==> src/core/tcc_pkg.sv <==
// constants and types shared by the timer capture/compare block
package tcc_pkg;
	// register indexes; byte address is four times the index
	localparam logic [7:0] IDX_MAIN_CTL = 8'h20;
	localparam logic [7:0] IDX_CNT_HI = 8'h21;
	localparam logic [7:0] IDX_CNT_LO = 8'h22;
	localparam logic [7:0] IDX_MOD_HI = 8'h23;
	localparam logic [7:0] IDX_MOD_LO = 8'h24;
	localparam logic [7:0] IDX_T1C0_CTL = 8'h25;
	localparam logic [7:0] IDX_CH0_HI = 8'h26;
	localparam logic [7:0] IDX_CH0_LO = 8'h27;
	localparam logic [7:0] IDX_T1C1_CTL = 8'h28;
	localparam logic [7:0] IDX_CH1_HI = 8'h29;
	localparam logic [7:0] IDX_CH1_LO = 8'h2a;
	// second timer's channel control; not decoded by this instance
	localparam logic [7:0] IDX_T2C0_CTL = 8'h30;
	localparam logic [7:0] IDX_NONE = 8'hff;
	localparam int IDX_LSB = 2;
	localparam int IDX_MSB = 9;

	// channel control bit positions
	localparam int B_FLAG = 7;
	localparam int B_IE = 6;
	localparam int B_MSB = 5;
	localparam int B_MSA = 4;
	localparam int B_ELSH = 3;
	localparam int B_ELSL = 2;
	localparam int B_TOV = 1;
	localparam int B_MAX = 0;

	// main control bit positions, prescale select in [2:0]
	localparam int M_OVF = 7;
	localparam int M_OIE = 6;
	localparam int M_STOP = 5;
	localparam int M_RST = 4;
	localparam int M_PS_HI = 2;

	// edge/level encodings
	localparam logic [1:0] ELS_PORT = 2'h0;
	localparam logic [1:0] ELS_TOGGLE = 2'h1;
	localparam logic [1:0] ELS_CLEAR = 2'h2;
	localparam logic [1:0] ELS_SET = 2'h3;

	// values after reset
	localparam logic [7:0] MAIN_CTL_RST = 8'h20;
	localparam logic [15:0] MOD_RST = 16'hffff;
	localparam logic [7:0] PS_ONE = 8'h01;

	// synchroniser state
	typedef struct packed {
		logic s1;
		logic s2;
		logic s3;
	} tcc_sync_t;

	// whole state of the timer block
	typedef struct packed {
		logic [15:0] cnt;
		logic [15:0] modv;
		logic [6:0] presc;
		logic [7:0] main_ctl;
		logic ovf_armed;
		logic [7:0] lo_latch;
		logic lo_held;
		logic [1:0][7:0] ctl;
		logic [1:0] armed;
		logic [1:0][15:0] val;
		logic [1:0] cap_blk;
		logic [1:0] cmp_blk;
		logic [1:0] pin;
		logic [1:0] max_eff;
		logic [15:0] cmp_act;
		logic buf_sel;
		logic [31:0] hrdata;
		logic wr_pend;
		logic [7:0] wr_idx;
	} tcc_state_t;
endpackage

==> src/core/tcc_sync_edge.sv <==
// two-flop pin synchroniser with rising and falling edge pulses
`timescale 1ns/100ps
module tcc_sync_edge
	import tcc_pkg::*;
(
	input wire logic clk,
	input wire logic srst,
	input wire logic pin_in,
	output logic rise,
	output logic fall
);
	tcc_sync_t s;
	tcc_sync_t next_s;

	// s1 is seen only by s2; edges come from the settled stages
	always_comb begin
		next_s = s;
		next_s.s1 = pin_in;
		next_s.s2 = s.s1;
		next_s.s3 = s.s2;
	end

	always_ff @(posedge clk) begin
		if (srst) begin
			s <= '0;
		end else begin
			s <= next_s;
		end
	end

	assign rise = s.s2 & ~s.s3;
	assign fall = ~s.s2 & s.s3;
endmodule

==> src/core/tcc_timer.sv <==
// two-channel timer: counter, capture, compare and pwm behind an ahb-lite slave
//
// Register access over AHB-Lite was left to the implementer.
`timescale 1ns/100ps
module tcc_timer
	import tcc_pkg::*;
(
	input wire logic clk,
	input wire logic srst,
	input wire logic hsel,
	input wire logic [31:0] haddr,
	input wire logic [1:0] htrans,
	input wire logic hwrite,
	input wire logic [2:0] hsize,
	input wire logic [31:0] hwdata,
	input wire logic hready,
	output logic hreadyout,
	output logic hresp,
	output logic [31:0] hrdata,
	input wire logic [1:0] channel_pin_in,
	output logic [1:0] channel_pin_out,
	output logic [1:0] channel_pin_oe,
	output logic [1:0] chan_irq,
	output logic overflow_irq
);
	tcc_state_t s;
	tcc_state_t next_s;

	logic [1:0] rise;
	logic [1:0] fall;
	logic acc;
	logic rd;
	logic [7:0] idx;
	logic [7:0] rdat;
	logic [7:0] wd;
	logic [6:0] pmask;
	logic tick;
	logic ovf;
	logic wr_rst;
	logic [1:0] en;
	logic [1:0] cap_mode;
	logic [1:0] cmp_mode;
	logic [1:0] match;
	logic [1:0] edge_ev;
	logic [1:0] ev;
	logic [1:0][1:0] els;
	logic [1:0][15:0] cmpv;

	// pins come from outside: two flops before the edge logic
	genvar g;
	generate
		for (g = 0; g < 2; g++) begin : g_sync
			tcc_sync_edge u_sync (
				.clk(clk),
				.srst(srst),
				.pin_in(channel_pin_in[g]),
				.rise(rise[g]),
				.fall(fall[g])
			);
		end
	endgenerate

	// bus decode; hsize is ignored since only whole words are used
	always_comb begin
		acc = hsel & htrans[1] & hready;
		rd = acc & ~hwrite;
		idx = (haddr[31:IDX_MSB+1] == '0) ? haddr[IDX_MSB:IDX_LSB] : IDX_NONE;
		wd = hwdata[7:0];
		wr_rst = s.wr_pend & (s.wr_idx == IDX_MAIN_CTL) & wd[M_RST];
	end

	// prescaler tap: counter steps when the low prescaler bits are all ones
	always_comb begin
		pmask = 7'((PS_ONE << s.main_ctl[M_PS_HI:0]) - PS_ONE);
		tick = ~s.main_ctl[M_STOP] & ((s.presc & pmask) == pmask);
		ovf = tick & (s.cnt == s.modv);
	end

	// per-channel mode decode, match and edge events
	always_comb begin
		for (int i = 0; i < 2; i++) begin
			els[i] = s.ctl[i][B_ELSH:B_ELSL];
			en[i] = (i == 0) | ~s.ctl[0][B_MSB];
			cap_mode[i] = en[i] & (els[i] != ELS_PORT) & ~s.ctl[i][B_MSB] & ~s.ctl[i][B_MSA];
			cmp_mode[i] = en[i] & (els[i] != ELS_PORT) & (s.ctl[i][B_MSA] | s.ctl[i][B_MSB]);
			cmpv[i] = (s.ctl[i][B_MSB]) ? s.cmp_act : s.val[i];
			match[i] = cmp_mode[i] & tick & (s.cnt == cmpv[i]) & ~s.cmp_blk[i];
			edge_ev[i] = cap_mode[i] & ((els[i][0] & rise[i]) | (els[i][1] & fall[i]));
			ev[i] = match[i] | edge_ev[i];
		end
	end

	// read mux; unmapped registers and the channel 1 control, while disabled, read as zero
	always_comb begin
		rdat = 8'h00;
		unique case (idx)
			IDX_MAIN_CTL: rdat = s.main_ctl & ~(8'h01 << M_RST);
			IDX_CNT_HI: rdat = s.cnt[15:8];
			IDX_CNT_LO: rdat = s.lo_held ? s.lo_latch : s.cnt[7:0];
			IDX_MOD_HI: rdat = s.modv[15:8];
			IDX_MOD_LO: rdat = s.modv[7:0];
			IDX_T1C0_CTL: rdat = s.ctl[0];
			IDX_CH0_HI: rdat = s.val[0][15:8];
			IDX_CH0_LO: rdat = s.val[0][7:0];
			IDX_T1C1_CTL: rdat = en[1] ? s.ctl[1] : 8'h00;
			IDX_CH1_HI: rdat = s.val[1][15:8];
			IDX_CH1_LO: rdat = s.val[1][7:0];
			default: rdat = 8'h00;
		endcase
	end

	// next state: counter, writes, read side effects, then events last
	always_comb begin
		next_s = s;
		next_s.wr_pend = acc & hwrite;
		next_s.wr_idx = idx;
		if (rd) begin
			next_s.hrdata = {24'h000000, rdat};
		end

		// counting
		if (~s.main_ctl[M_STOP]) begin
			next_s.presc = s.presc + 7'h01;
		end
		if (tick) begin
			next_s.cnt = ovf ? 16'h0000 : s.cnt + 16'h0001;
		end

		// pin actions; overflow handled before compare so it wins
		for (int i = 0; i < 2; i++) begin
			if (els[i] == ELS_PORT) begin
				next_s.pin[i] = ~s.ctl[i][B_MSA];
			end else if (cmp_mode[i]) begin
				if (ovf & s.ctl[i][B_TOV]) begin
					next_s.pin[i] = s.max_eff[i] | ~s.pin[i];
				end else if (match[i] & ~(s.ctl[i][B_TOV] & s.max_eff[i])) begin
					unique case (els[i])
						ELS_TOGGLE: next_s.pin[i] = ~s.pin[i];
						ELS_CLEAR: next_s.pin[i] = 1'b0;
						ELS_SET: next_s.pin[i] = 1'b1;
						default: next_s.pin[i] = s.pin[i];
					endcase
				end
			end
			// max duty changes only at a period boundary
			if (ovf) begin
				next_s.max_eff[i] = s.ctl[i][B_MAX];
			end
			if (edge_ev[i] & ~s.cap_blk[i]) begin
				next_s.val[i] = s.cnt;
			end
		end

		// buffered compare picks up the last written register at overflow
		if (ovf | ~s.ctl[0][B_MSB]) begin
			next_s.cmp_act = s.buf_sel ? s.val[1] : s.val[0];
		end

		// data-phase writes
		if (s.wr_pend) begin
			unique case (s.wr_idx)
				IDX_MAIN_CTL: begin
					next_s.main_ctl[M_OIE] = wd[M_OIE];
					next_s.main_ctl[M_STOP] = wd[M_STOP];
					next_s.main_ctl[M_PS_HI:0] = wd[M_PS_HI:0];
					if (s.ovf_armed & ~wd[M_OVF]) begin
						next_s.main_ctl[M_OVF] = 1'b0;
					end
					next_s.ovf_armed = 1'b0;
					if (wd[M_RST]) begin
						next_s.cnt = 16'h0000;
						next_s.presc = 7'h00;
					end
				end
				IDX_MOD_HI: next_s.modv[15:8] = wd;
				IDX_MOD_LO: next_s.modv[7:0] = wd;
				IDX_T1C0_CTL: begin
					next_s.ctl[0][B_IE:0] = wd[B_IE:0];
					if (s.armed[0] & ~wd[B_FLAG]) begin
						next_s.ctl[0][B_FLAG] = 1'b0;
					end
					next_s.armed[0] = 1'b0;
				end
				IDX_T1C1_CTL: begin
					if (en[1]) begin
						// buffered select exists only on channel 0
						next_s.ctl[1][B_IE:0] = wd[B_IE:0] & ~(7'h01 << B_MSB);
						if (s.armed[1] & ~wd[B_FLAG]) begin
							next_s.ctl[1][B_FLAG] = 1'b0;
						end
						next_s.armed[1] = 1'b0;
					end
				end
				IDX_CH0_HI: begin
					next_s.val[0][15:8] = wd;
					next_s.cmp_blk[0] = 1'b1;
				end
				IDX_CH0_LO: begin
					next_s.val[0][7:0] = wd;
					next_s.cmp_blk[0] = 1'b0;
					next_s.buf_sel = 1'b0;
				end
				IDX_CH1_HI: begin
					next_s.val[1][15:8] = wd;
					next_s.cmp_blk[1] = 1'b1;
				end
				IDX_CH1_LO: begin
					next_s.val[1][7:0] = wd;
					next_s.cmp_blk[1] = 1'b0;
					next_s.buf_sel = 1'b1;
				end
				default: next_s.wr_idx = s.wr_idx;
			endcase
		end

		// address-phase read side effects
		if (rd) begin
			unique case (idx)
				IDX_MAIN_CTL: next_s.ovf_armed = s.main_ctl[M_OVF];
				IDX_CNT_HI: begin
					if (~s.lo_held) begin
						next_s.lo_latch = s.cnt[7:0];
						next_s.lo_held = 1'b1;
					end
				end
				IDX_CNT_LO: next_s.lo_held = 1'b0;
				IDX_T1C0_CTL: next_s.armed[0] = s.ctl[0][B_FLAG];
				IDX_T1C1_CTL: next_s.armed[1] = en[1] & s.ctl[1][B_FLAG];
				IDX_CH0_HI: next_s.cap_blk[0] = 1'b1;
				IDX_CH0_LO: next_s.cap_blk[0] = 1'b0;
				IDX_CH1_HI: next_s.cap_blk[1] = 1'b1;
				IDX_CH1_LO: next_s.cap_blk[1] = 1'b0;
				default: next_s.hrdata = next_s.hrdata;
			endcase
		end

		// events come last so a set beats a same-cycle clear
		for (int i = 0; i < 2; i++) begin
			if (ev[i]) begin
				next_s.ctl[i][B_FLAG] = 1'b1;
				next_s.armed[i] = 1'b0;
			end
		end
		if (ovf) begin
			next_s.main_ctl[M_OVF] = 1'b1;
			next_s.ovf_armed = 1'b0;
		end
	end

	// control fields, flags and counter take defined values on reset
	always_ff @(posedge clk) begin
		if (srst) begin
			s <= '0;
			s.main_ctl <= MAIN_CTL_RST;
			s.modv <= MOD_RST;
		end else begin
			s <= next_s;
		end
	end

	// outputs; zero wait states, always okay
	assign hreadyout = 1'b1;
	assign hresp = 1'b0;
	assign hrdata = s.hrdata;
	assign channel_pin_out = s.pin;
	assign channel_pin_oe = cmp_mode;
	assign overflow_irq = s.main_ctl[M_OVF] & s.main_ctl[M_OIE];
	always_comb begin
		for (int i = 0; i < 2; i++) begin
			chan_irq[i] = en[i] & s.ctl[i][B_FLAG] & s.ctl[i][B_IE];
		end
	end
endmodule

==> config.mk <==
export PLATFORM = sky130hd
export DESIGN_NAME = tcc_timer
export DESIGN_NICKNAME = d
export VERILOG_FILES = /design/src/core/tcc_pkg.sv /design/src/core/tcc_sync_edge.sv /design/src/core/tcc_timer.sv
export SDC_FILE = /design/constraint.sdc
export NUM_CORES = 1
export LEC_CHECK = 0
export ABC_AREA = 1
export BUFFER_PORTS_ARGS = -buffer_cell sky130_fd_sc_hd__buf_2
export CAP_MARGIN = 20
export CORE_ASPECT_RATIO = 0.5
export CORE_UTILIZATION = 59
export CTS_CLUSTER_DIAMETER = 40
export DETAILED_ROUTE_END_ITERATION = 10
export PLACE_DENSITY_LB_ADDON = 0.1
export SETUP_SLACK_MARGIN = 0.3
export SLEW_MARGIN = 20
export SYNTH_ARGS = -nofsm -noshare
export SYNTH_HDL_FRONTEND = slang
export SYNTH_HIERARCHICAL = 1
export SYNTH_SLANG_ARGS = --single-unit
export TNS_END_PERCENT = 5
==> constraint.sdc <==
create_clock -name clk -period 2.2 [get_ports clk]
set_input_delay 0.11 -clock clk [delete_from_list [all_inputs] [get_ports clk]]
set_output_delay 0.11 -clock clk [all_outputs]
set_load 0.01 [all_outputs]
Word-level counts from Yosys, hierarchy flattened
Cells that the tools add are included.
{"block": "totals", "inputBits": 76, "wordCells": 251, "register_bits": 152, "output_inout_bits": 41}
{"block": "classes", "muxes": 62, "shift": 1, "bitwise_logic": 71, "addsub": 3, "eq_ne": 32, "reduce_logical": 47}
{"operator": "== test 8 x 6 -> 1 bit, second input constant", "count": 20}
{"operator": "two-way mux 16 bit", "count": 8}
{"operator": "two-way mux 8 bit", "count": 15}
{"operator": "one-hot mux 8 bit (11 select lines)", "count": 1}
{"operator": "two-way mux 50 bit", "count": 1}
{"operator": "== test 16 bit", "count": 3}
{"operator": "AND 1 bit", "count": 43}
{"operator": "two-way mux 42 bit", "count": 1}
{"operator": "nonzero test 2 bit", "count": 19}
{"operator": "zero test 22 bit", "count": 1}
{"operator": "two-way mux 1 bit", "count": 22}
{"operator": "two-way mux 10 bit", "count": 2}
{"operator": "AND reduction 2 bit", "count": 10}
{"operator": "NOT 1 bit", "count": 19}
{"operator": "AND reduction 3 bit", "count": 6}
{"operator": "adder 16 x 1 -> 16 bit, second input constant", "count": 1}
{"operator": "two-way mux 7 bit", "count": 2}
{"operator": "one-hot mux 1 bit (2 select lines)", "count": 6}
{"operator": "nonzero test 5 bit", "count": 2}
{"operator": "two-way mux 9 bit", "count": 1}
{"operator": "OR reduction 9 bit", "count": 1}
{"operator": "== test 2 bit, second input constant", "count": 4}
{"operator": "bitwise OR 1 bit", "count": 8}
{"operator": "adder 7 x 1 -> 7 bit, second input constant", "count": 1}
{"operator": "other kinds (13)", "count": 19}

Depth between registers and ports, before layout
{"block": "depth", "word_depth": 13, "depth_mapped": 16, "depth_no_buf": 14}

Cells and area by module
The synthesis kept the hierarchy.
{"mod": "tcc_timer", "cells_per_inst": 1305, "seq_area_each_um2": 2922.8, "area_each_um2": 8604.5, "instances": 1}
{"mod": "tcc_sync_edge", "cells_per_inst": 12, "seq_area_each_um2": 60.1, "area_each_um2": 93.8, "instances": 2}

Worst setup path after synthesis
No wires, ideal clock.
{"block": "synth_timing", "path_kind": "register to register", "start": "reg s (netlist bit els[1])", "end": "reg s[77] (netlist bit)", "setup_time_ns": 0.115, "n_path_buf": 2, "t_required_ns": 2.085, "arrival_ns": 1.827, "synth_period_minus_slack_ns": 1.942, "path_stages_with_launch": 12, "slack_ns": 0.258, "path_cell_list": "dfxtp_1 > inv_1 > ha_1 > nor3_1 > nand2_1 > or2_2 > clkbuf_1 > clkbuf_1 > nand2_1 > o21ai_0 > o21ai_0 > inv_1"}
{"block": "synth_between", "elab_chain_len": 8, "elab_cells_between_ends": 10, "classes_between": "mux (3); bitwise (6); reduce/logical (1)"}
{"item": "start: declaration", "line": "tcc_timer.sv:26", "rtl": "tcc_state_t s;"}
{"item": "start signal: assignment", "line": "tcc_timer.sv:257", "rtl": "s <= next_s;"}
{"item": "nonzero test 2 bit", "line": "tcc_timer.sv:84", "rtl": "cap_mode[i] = en[i] & (els[i] != ELS_PORT) & ~s.ctl[i][B_MSB] & ~s.ctl[i][B_MSA];"}
{"item": "AND 1 bit (2 in series)", "line": "tcc_timer.sv:84"}
{"item": "AND 1 bit (*)", "line": "tcc_timer.sv:88", "rtl": "edge_ev[i] = cap_mode[i] & ((els[i][0] & rise[i]) | (els[i][1] & fall[i]));"}
{"item": "AND 1 bit (*)", "line": "tcc_timer.sv:149", "rtl": "if (edge_ev[i] & ~s.cap_blk[i]) begin"}
{"item": "two-way mux 16 bit (*)", "line": "tcc_timer.sv:149"}
{"item": "two-way mux 8 bit", "line": "tcc_timer.sv:161", "rtl": "unique case (s.wr_idx)"}
{"item": "two-way mux 50 bit (*)", "line": "tcc_timer.sv:160", "rtl": "if (s.wr_pend) begin"}
Every way passes the cells marked *; elsewhere a longest branch is shown, timed or not. The select of a mux whose other input is x is not followed.
A chain may end at the register's enable or synchronous reset.

Worst setup path after layout
{"block": "layout_timing", "start": "reg s[168] (netlist bit)", "end": "reg s (netlist bit channel_pin_out[1])"}
{"block": "layout_between", "elab_chain_len": 6, "elab_cells_between_ends": 13, "classes_between": "eq/ne (2); mux (3); bitwise (5); reduce/logical (3)"}
{"item": "== test 16 bit, on equally long branches", "line": "tcc_timer.sv:87, tcc_timer.sv:76"}
{"item": "AND 1 bit, on equally long branches", "line": "tcc_timer.sv:87, tcc_timer.sv:76"}
{"item": "AND 1 bit, on equally long branches", "line": "tcc_timer.sv:87, tcc_timer.sv:134"}
{"item": "AND 1 bit / two-way mux 1 bit (equally long branches)", "line": "tcc_timer.sv:136, tcc_timer.sv:134"}
{"item": "nonzero test 3 bit (no line) / two-way mux 1 bit (equally long branches)"}
{"item": "AND reduction 3 bit (no line) / two-way mux 1 bit (equally long branches)"}
Several ways; a longest one is shown, not always the timed one. The select of a mux whose other input is x is not followed.

==> impl_metrics.yaml <==
status:
  outcome: "finished clean"
floorplanning:
  die_x_um: 175
  die-area_mm2: 0.0154
  initial_core_util_pct: 60.6
  ios: 117
  rows: 31
  fp.coreArea_mm2: 0.0145
  dieHeight_um: 88.3
clock_tree:
  clock-sinks: 152
  cts_buffers: 17
  clockRootBuffer: "clkbuf_16"
  cts_tree: "built"
  clk-insertion-delay-late_ns: 0.43
  htreeDepth: 4
  clkTransAtPathRegs_ns: 0.07
  cts_buffer_depth: 2
detailed_routing:
  via_count: 9719
  drtIter0Drc: 1381
  vias_per_cell: 5.92
  wl_per_cell_um: 18.9
  route.detailed.drc: 0
  first_pass_iters: 8
  ant_nets: 0
  wl_mm: 31.1
setup_path:
  cp_top_family: "simple AND/OR/NAND/NOR gates"
  cpPeakStageDelay_ns: 0.49
  path_max_fanout: 7
  timing_worst_setup_path_type: "reg2reg"
  cp.arrival_ns: 2.34
  cp_cell_sequence: "clkinvlp_4 -> nand2_1 -> nand3_1 -> nor3_1 -> nand4_1 -> nand2_1 -> nand2_1 -> nand3_1 -> nand3_1 -> nand2_1 -> inv_1"
  cpMostUsedCell: "nand2_1"
  crit_slowest_cell: "dfxtp_1"
  cp.required_ns: 2.53
  start_kind: "register"
  end_kind: "register"
  crit_buf_inv: 2
place:
  dpl.hpwl_mm: 21.9
  dp_cells: 1589
  gp_congestion: 1.04
  port-buffer-count: 60
pwr:
  vdd_ir_drop_max_mv: 0.527
  power_density_mw_per_mm2: 572
  leakage_nw: 4.50
yosys:
  syn_avg_cell_area_um2: 6.62
  ys_ff_latch: 152
  seq_area_frac_synth_pct: 34.6
  netlist_instances: 1329
  syn_area_mm2: 0.00879
  yosys_warnings: 6
  yosysUniqueCellTypes: 46
timing:
  skew_ns: 0.0121
  setup-tns-final_ns: 0
  rsz0062_at_grt: "yes"
  worst_slew_pin_slew_ns: 0.784
  fmax_ghz: 0.500
  relSlewSlack_pct: 47.7
  final-setup-viol-count: 0
  finalHoldViolCount: 0
  slew_violations: 0
  period_minus_slack_ns: 2.00
  fin_crit_sh_pct: 91.0
cells_and_area:
  layout-drive-gt1-share_pct: 18.6
  synthToLayoutAreaGrowth_pct: 19.6
  layout.cells.non_filler: 1641
  diodes: 0
  fin_nets: 1512
global_routing:
  grt_first_pass_wirelength_mm: 46.4
  grt_pass1_vias: 8339
  grt_antenna_before_repair: 0
  grt_remaining_overflow: 0
  grt_max_degree: 58
  track_usage_pct: 40.1
worst_hold_path:
  hold_path_class: "in2reg"
run:
  maxCapViolCount: 0
==> per-layer routing <==
| metal | track usage, % | vias up | routed length (um) |
|---|---|---|---|
| met5 | 0 | - | 0 |
| met4 | 14.5 | 0 | 950 |
| met3 | 12.3 | 78 | 4350 |
| met2 | 60.4 | 644 | 12800 |
| met1 | 54.6 | 4455 | 13000 |
| li1 | - | 4542 | - |
==> per-stage QoR <==
stage	area, um2	utilization [%]	total power, mW	setup slack, ns	hold slack [ns]
global route	10500	72.5	6.16	0.0687	0.0373
global placement	9560	65.9	3.08	0.0932	0.309
finish	10500	72.5	6.01	0.199	0.0109
CTS	10300	70.8	6.00	0.195	0.0102
floorplan	8890	-	3.01	0.345	0.181
detailed placement	9560	65.9	3.08	0.0414	0.323
==> where the power goes <==
| part | total [mW] | internal, mW | switching, mW | leakage (nW) |
|---|---|---|---|---|
| combinational | 0.269 | 0.0843 | 0.185 | 2.99 |
| clock | 2.97 | 1.63 | 1.34 | 0.277 |
| sequential | 2.78 | 2.77 | 0.0120 | 1.23 |
| total | 6.01 | 4.48 | 1.54 | 4.50 |
==> path summary, 6_finish.rpt <==
kind                                              start                                     to  slack, ns  depth (start not counted)
setup reg to reg                      s[168]$_SDFF_PP0_        channel_pin_out[1]$_SDFFE_PP0P_       0.20                         11
hold / removal                                 haddr[4]                      s[2]$_SDFFE_PP0P_       0.01                          3
setup / recovery                      s[168]$_SDFF_PP0_        channel_pin_out[1]$_SDFFE_PP0P_       0.20                         11
hold reg to reg   g_sync[1].u_sync/next_s[1]$_SDFF_PP0_  g_sync[1].u_sync/next_s[0]$_SDFF_PP0_       0.41                          2
==> cell families (layout without fill, tap and decap cells) <==
group,Yosys count,in the layout,share of synthesized area (%)
AO/OA/AOI/OAI,280,280,17.8
XOR/XNOR,36,36,3.59
adder cells (fa/ha/maj),6,6,0.854
buffers and inverters,224,314,11.6
flip-flops,152,152,34.6
other,2,26,0.0854
AND/OR/NAND/NOR,629,629,31.4
==> synth_stat cells (all sizes together) <==
cell type | n | area [um2]
o21ai | 134 | 671
nand4 | 18 | 119
nor3 | 24 | 120
o211ai | 15 | 113
o22ai | 2 | 12.5
a21oi | 80 | 423
clkinv | 7 | 26.3
xor2 | 22 | 193
a311oi | 1 | 8.76
nand2 | 278 | 1050
conb | 2 | 7.51
o21a | 1 | 7.51
xnor2 | 14 | 123
or2 | 15 | 93.8
o2111ai | 1 | 8.76
a22o | 2 | 17.5
buf | 58 | 400
nor3b | 2 | 15.0
inv | 115 | 432
and2 | 1 | 6.26
clkbuf | 44 | 165
a31oi | 22 | 138
nand3 | 132 | 708
dfxtp | 152 | 3040
o31ai | 1 | 7.51
nor4 | 1 | 6.26
and3 | 3 | 18.8
o21bai | 1 | 7.51
nand3b | 1 | 7.51
nor2 | 154 | 623
ha | 6 | 75.1
a211oi | 20 | 150
==> worst register-to-register path: cells and delay by family (launching register included) <==
| kind | cells | cell delay [ns] |
|---|---|---|
| buffers and inverters | 2 | 0.34 |
| DFF | 1 | 0.49 |
| and+or+nand+nor | 9 | 1.07 |
==> placed cells by master (no fill, tap or decap), types with 14 or more instances in the layout <==
cell type,count
nand3_1,123
conb_1,26
xor2_1,22
nand2_1,273
inv_1,106
clkbuf_16,18
buf_2,60
nor2_1,130
nor2_2,18
nor3_1,20
a211oi_1,20
a31oi_1,22
nand4_1,17
buf_4,79
o211ai_1,15
o21ai_0,127
dfxtp_1,143
xnor2_1,14
a21oi_1,71
==> state kept, by name, summed over array words and instances (netlist names) <==
register              cells
s                       132
g_sync.u_sync/next_s      4
els                       4
channel_pin_out           2
g_sync.u_sync/s           2
hrdata                    8
==> repair_timing <==
action / in CTS / in global routing
hold buffers: 10 / 0
hold endpoints to repair: 9 / 0
pin swaps: 0 / 8
buffers inserted: 0 / 9
cloned: 0 / 1
resized for setup: 9 / 47
setup endpoints to repair: 63 / 108
==> layout make-up <==
| class | instances | area (um2) |
|---|---|---|
| flip-flops and latches | 152 | 3050 |
| clock buffers | 19 | 443 |
| well taps | 198 | 248 |
| fillers | 1239 | 3990 |
| inverters | 122 | 469 |
| clock inverters | 13 | 135 |
| multi-input cells | 977 | 4970 |
| repair buffers | 160 | 1200 |
No activity file was read; power rests on OpenSTA's default activity.
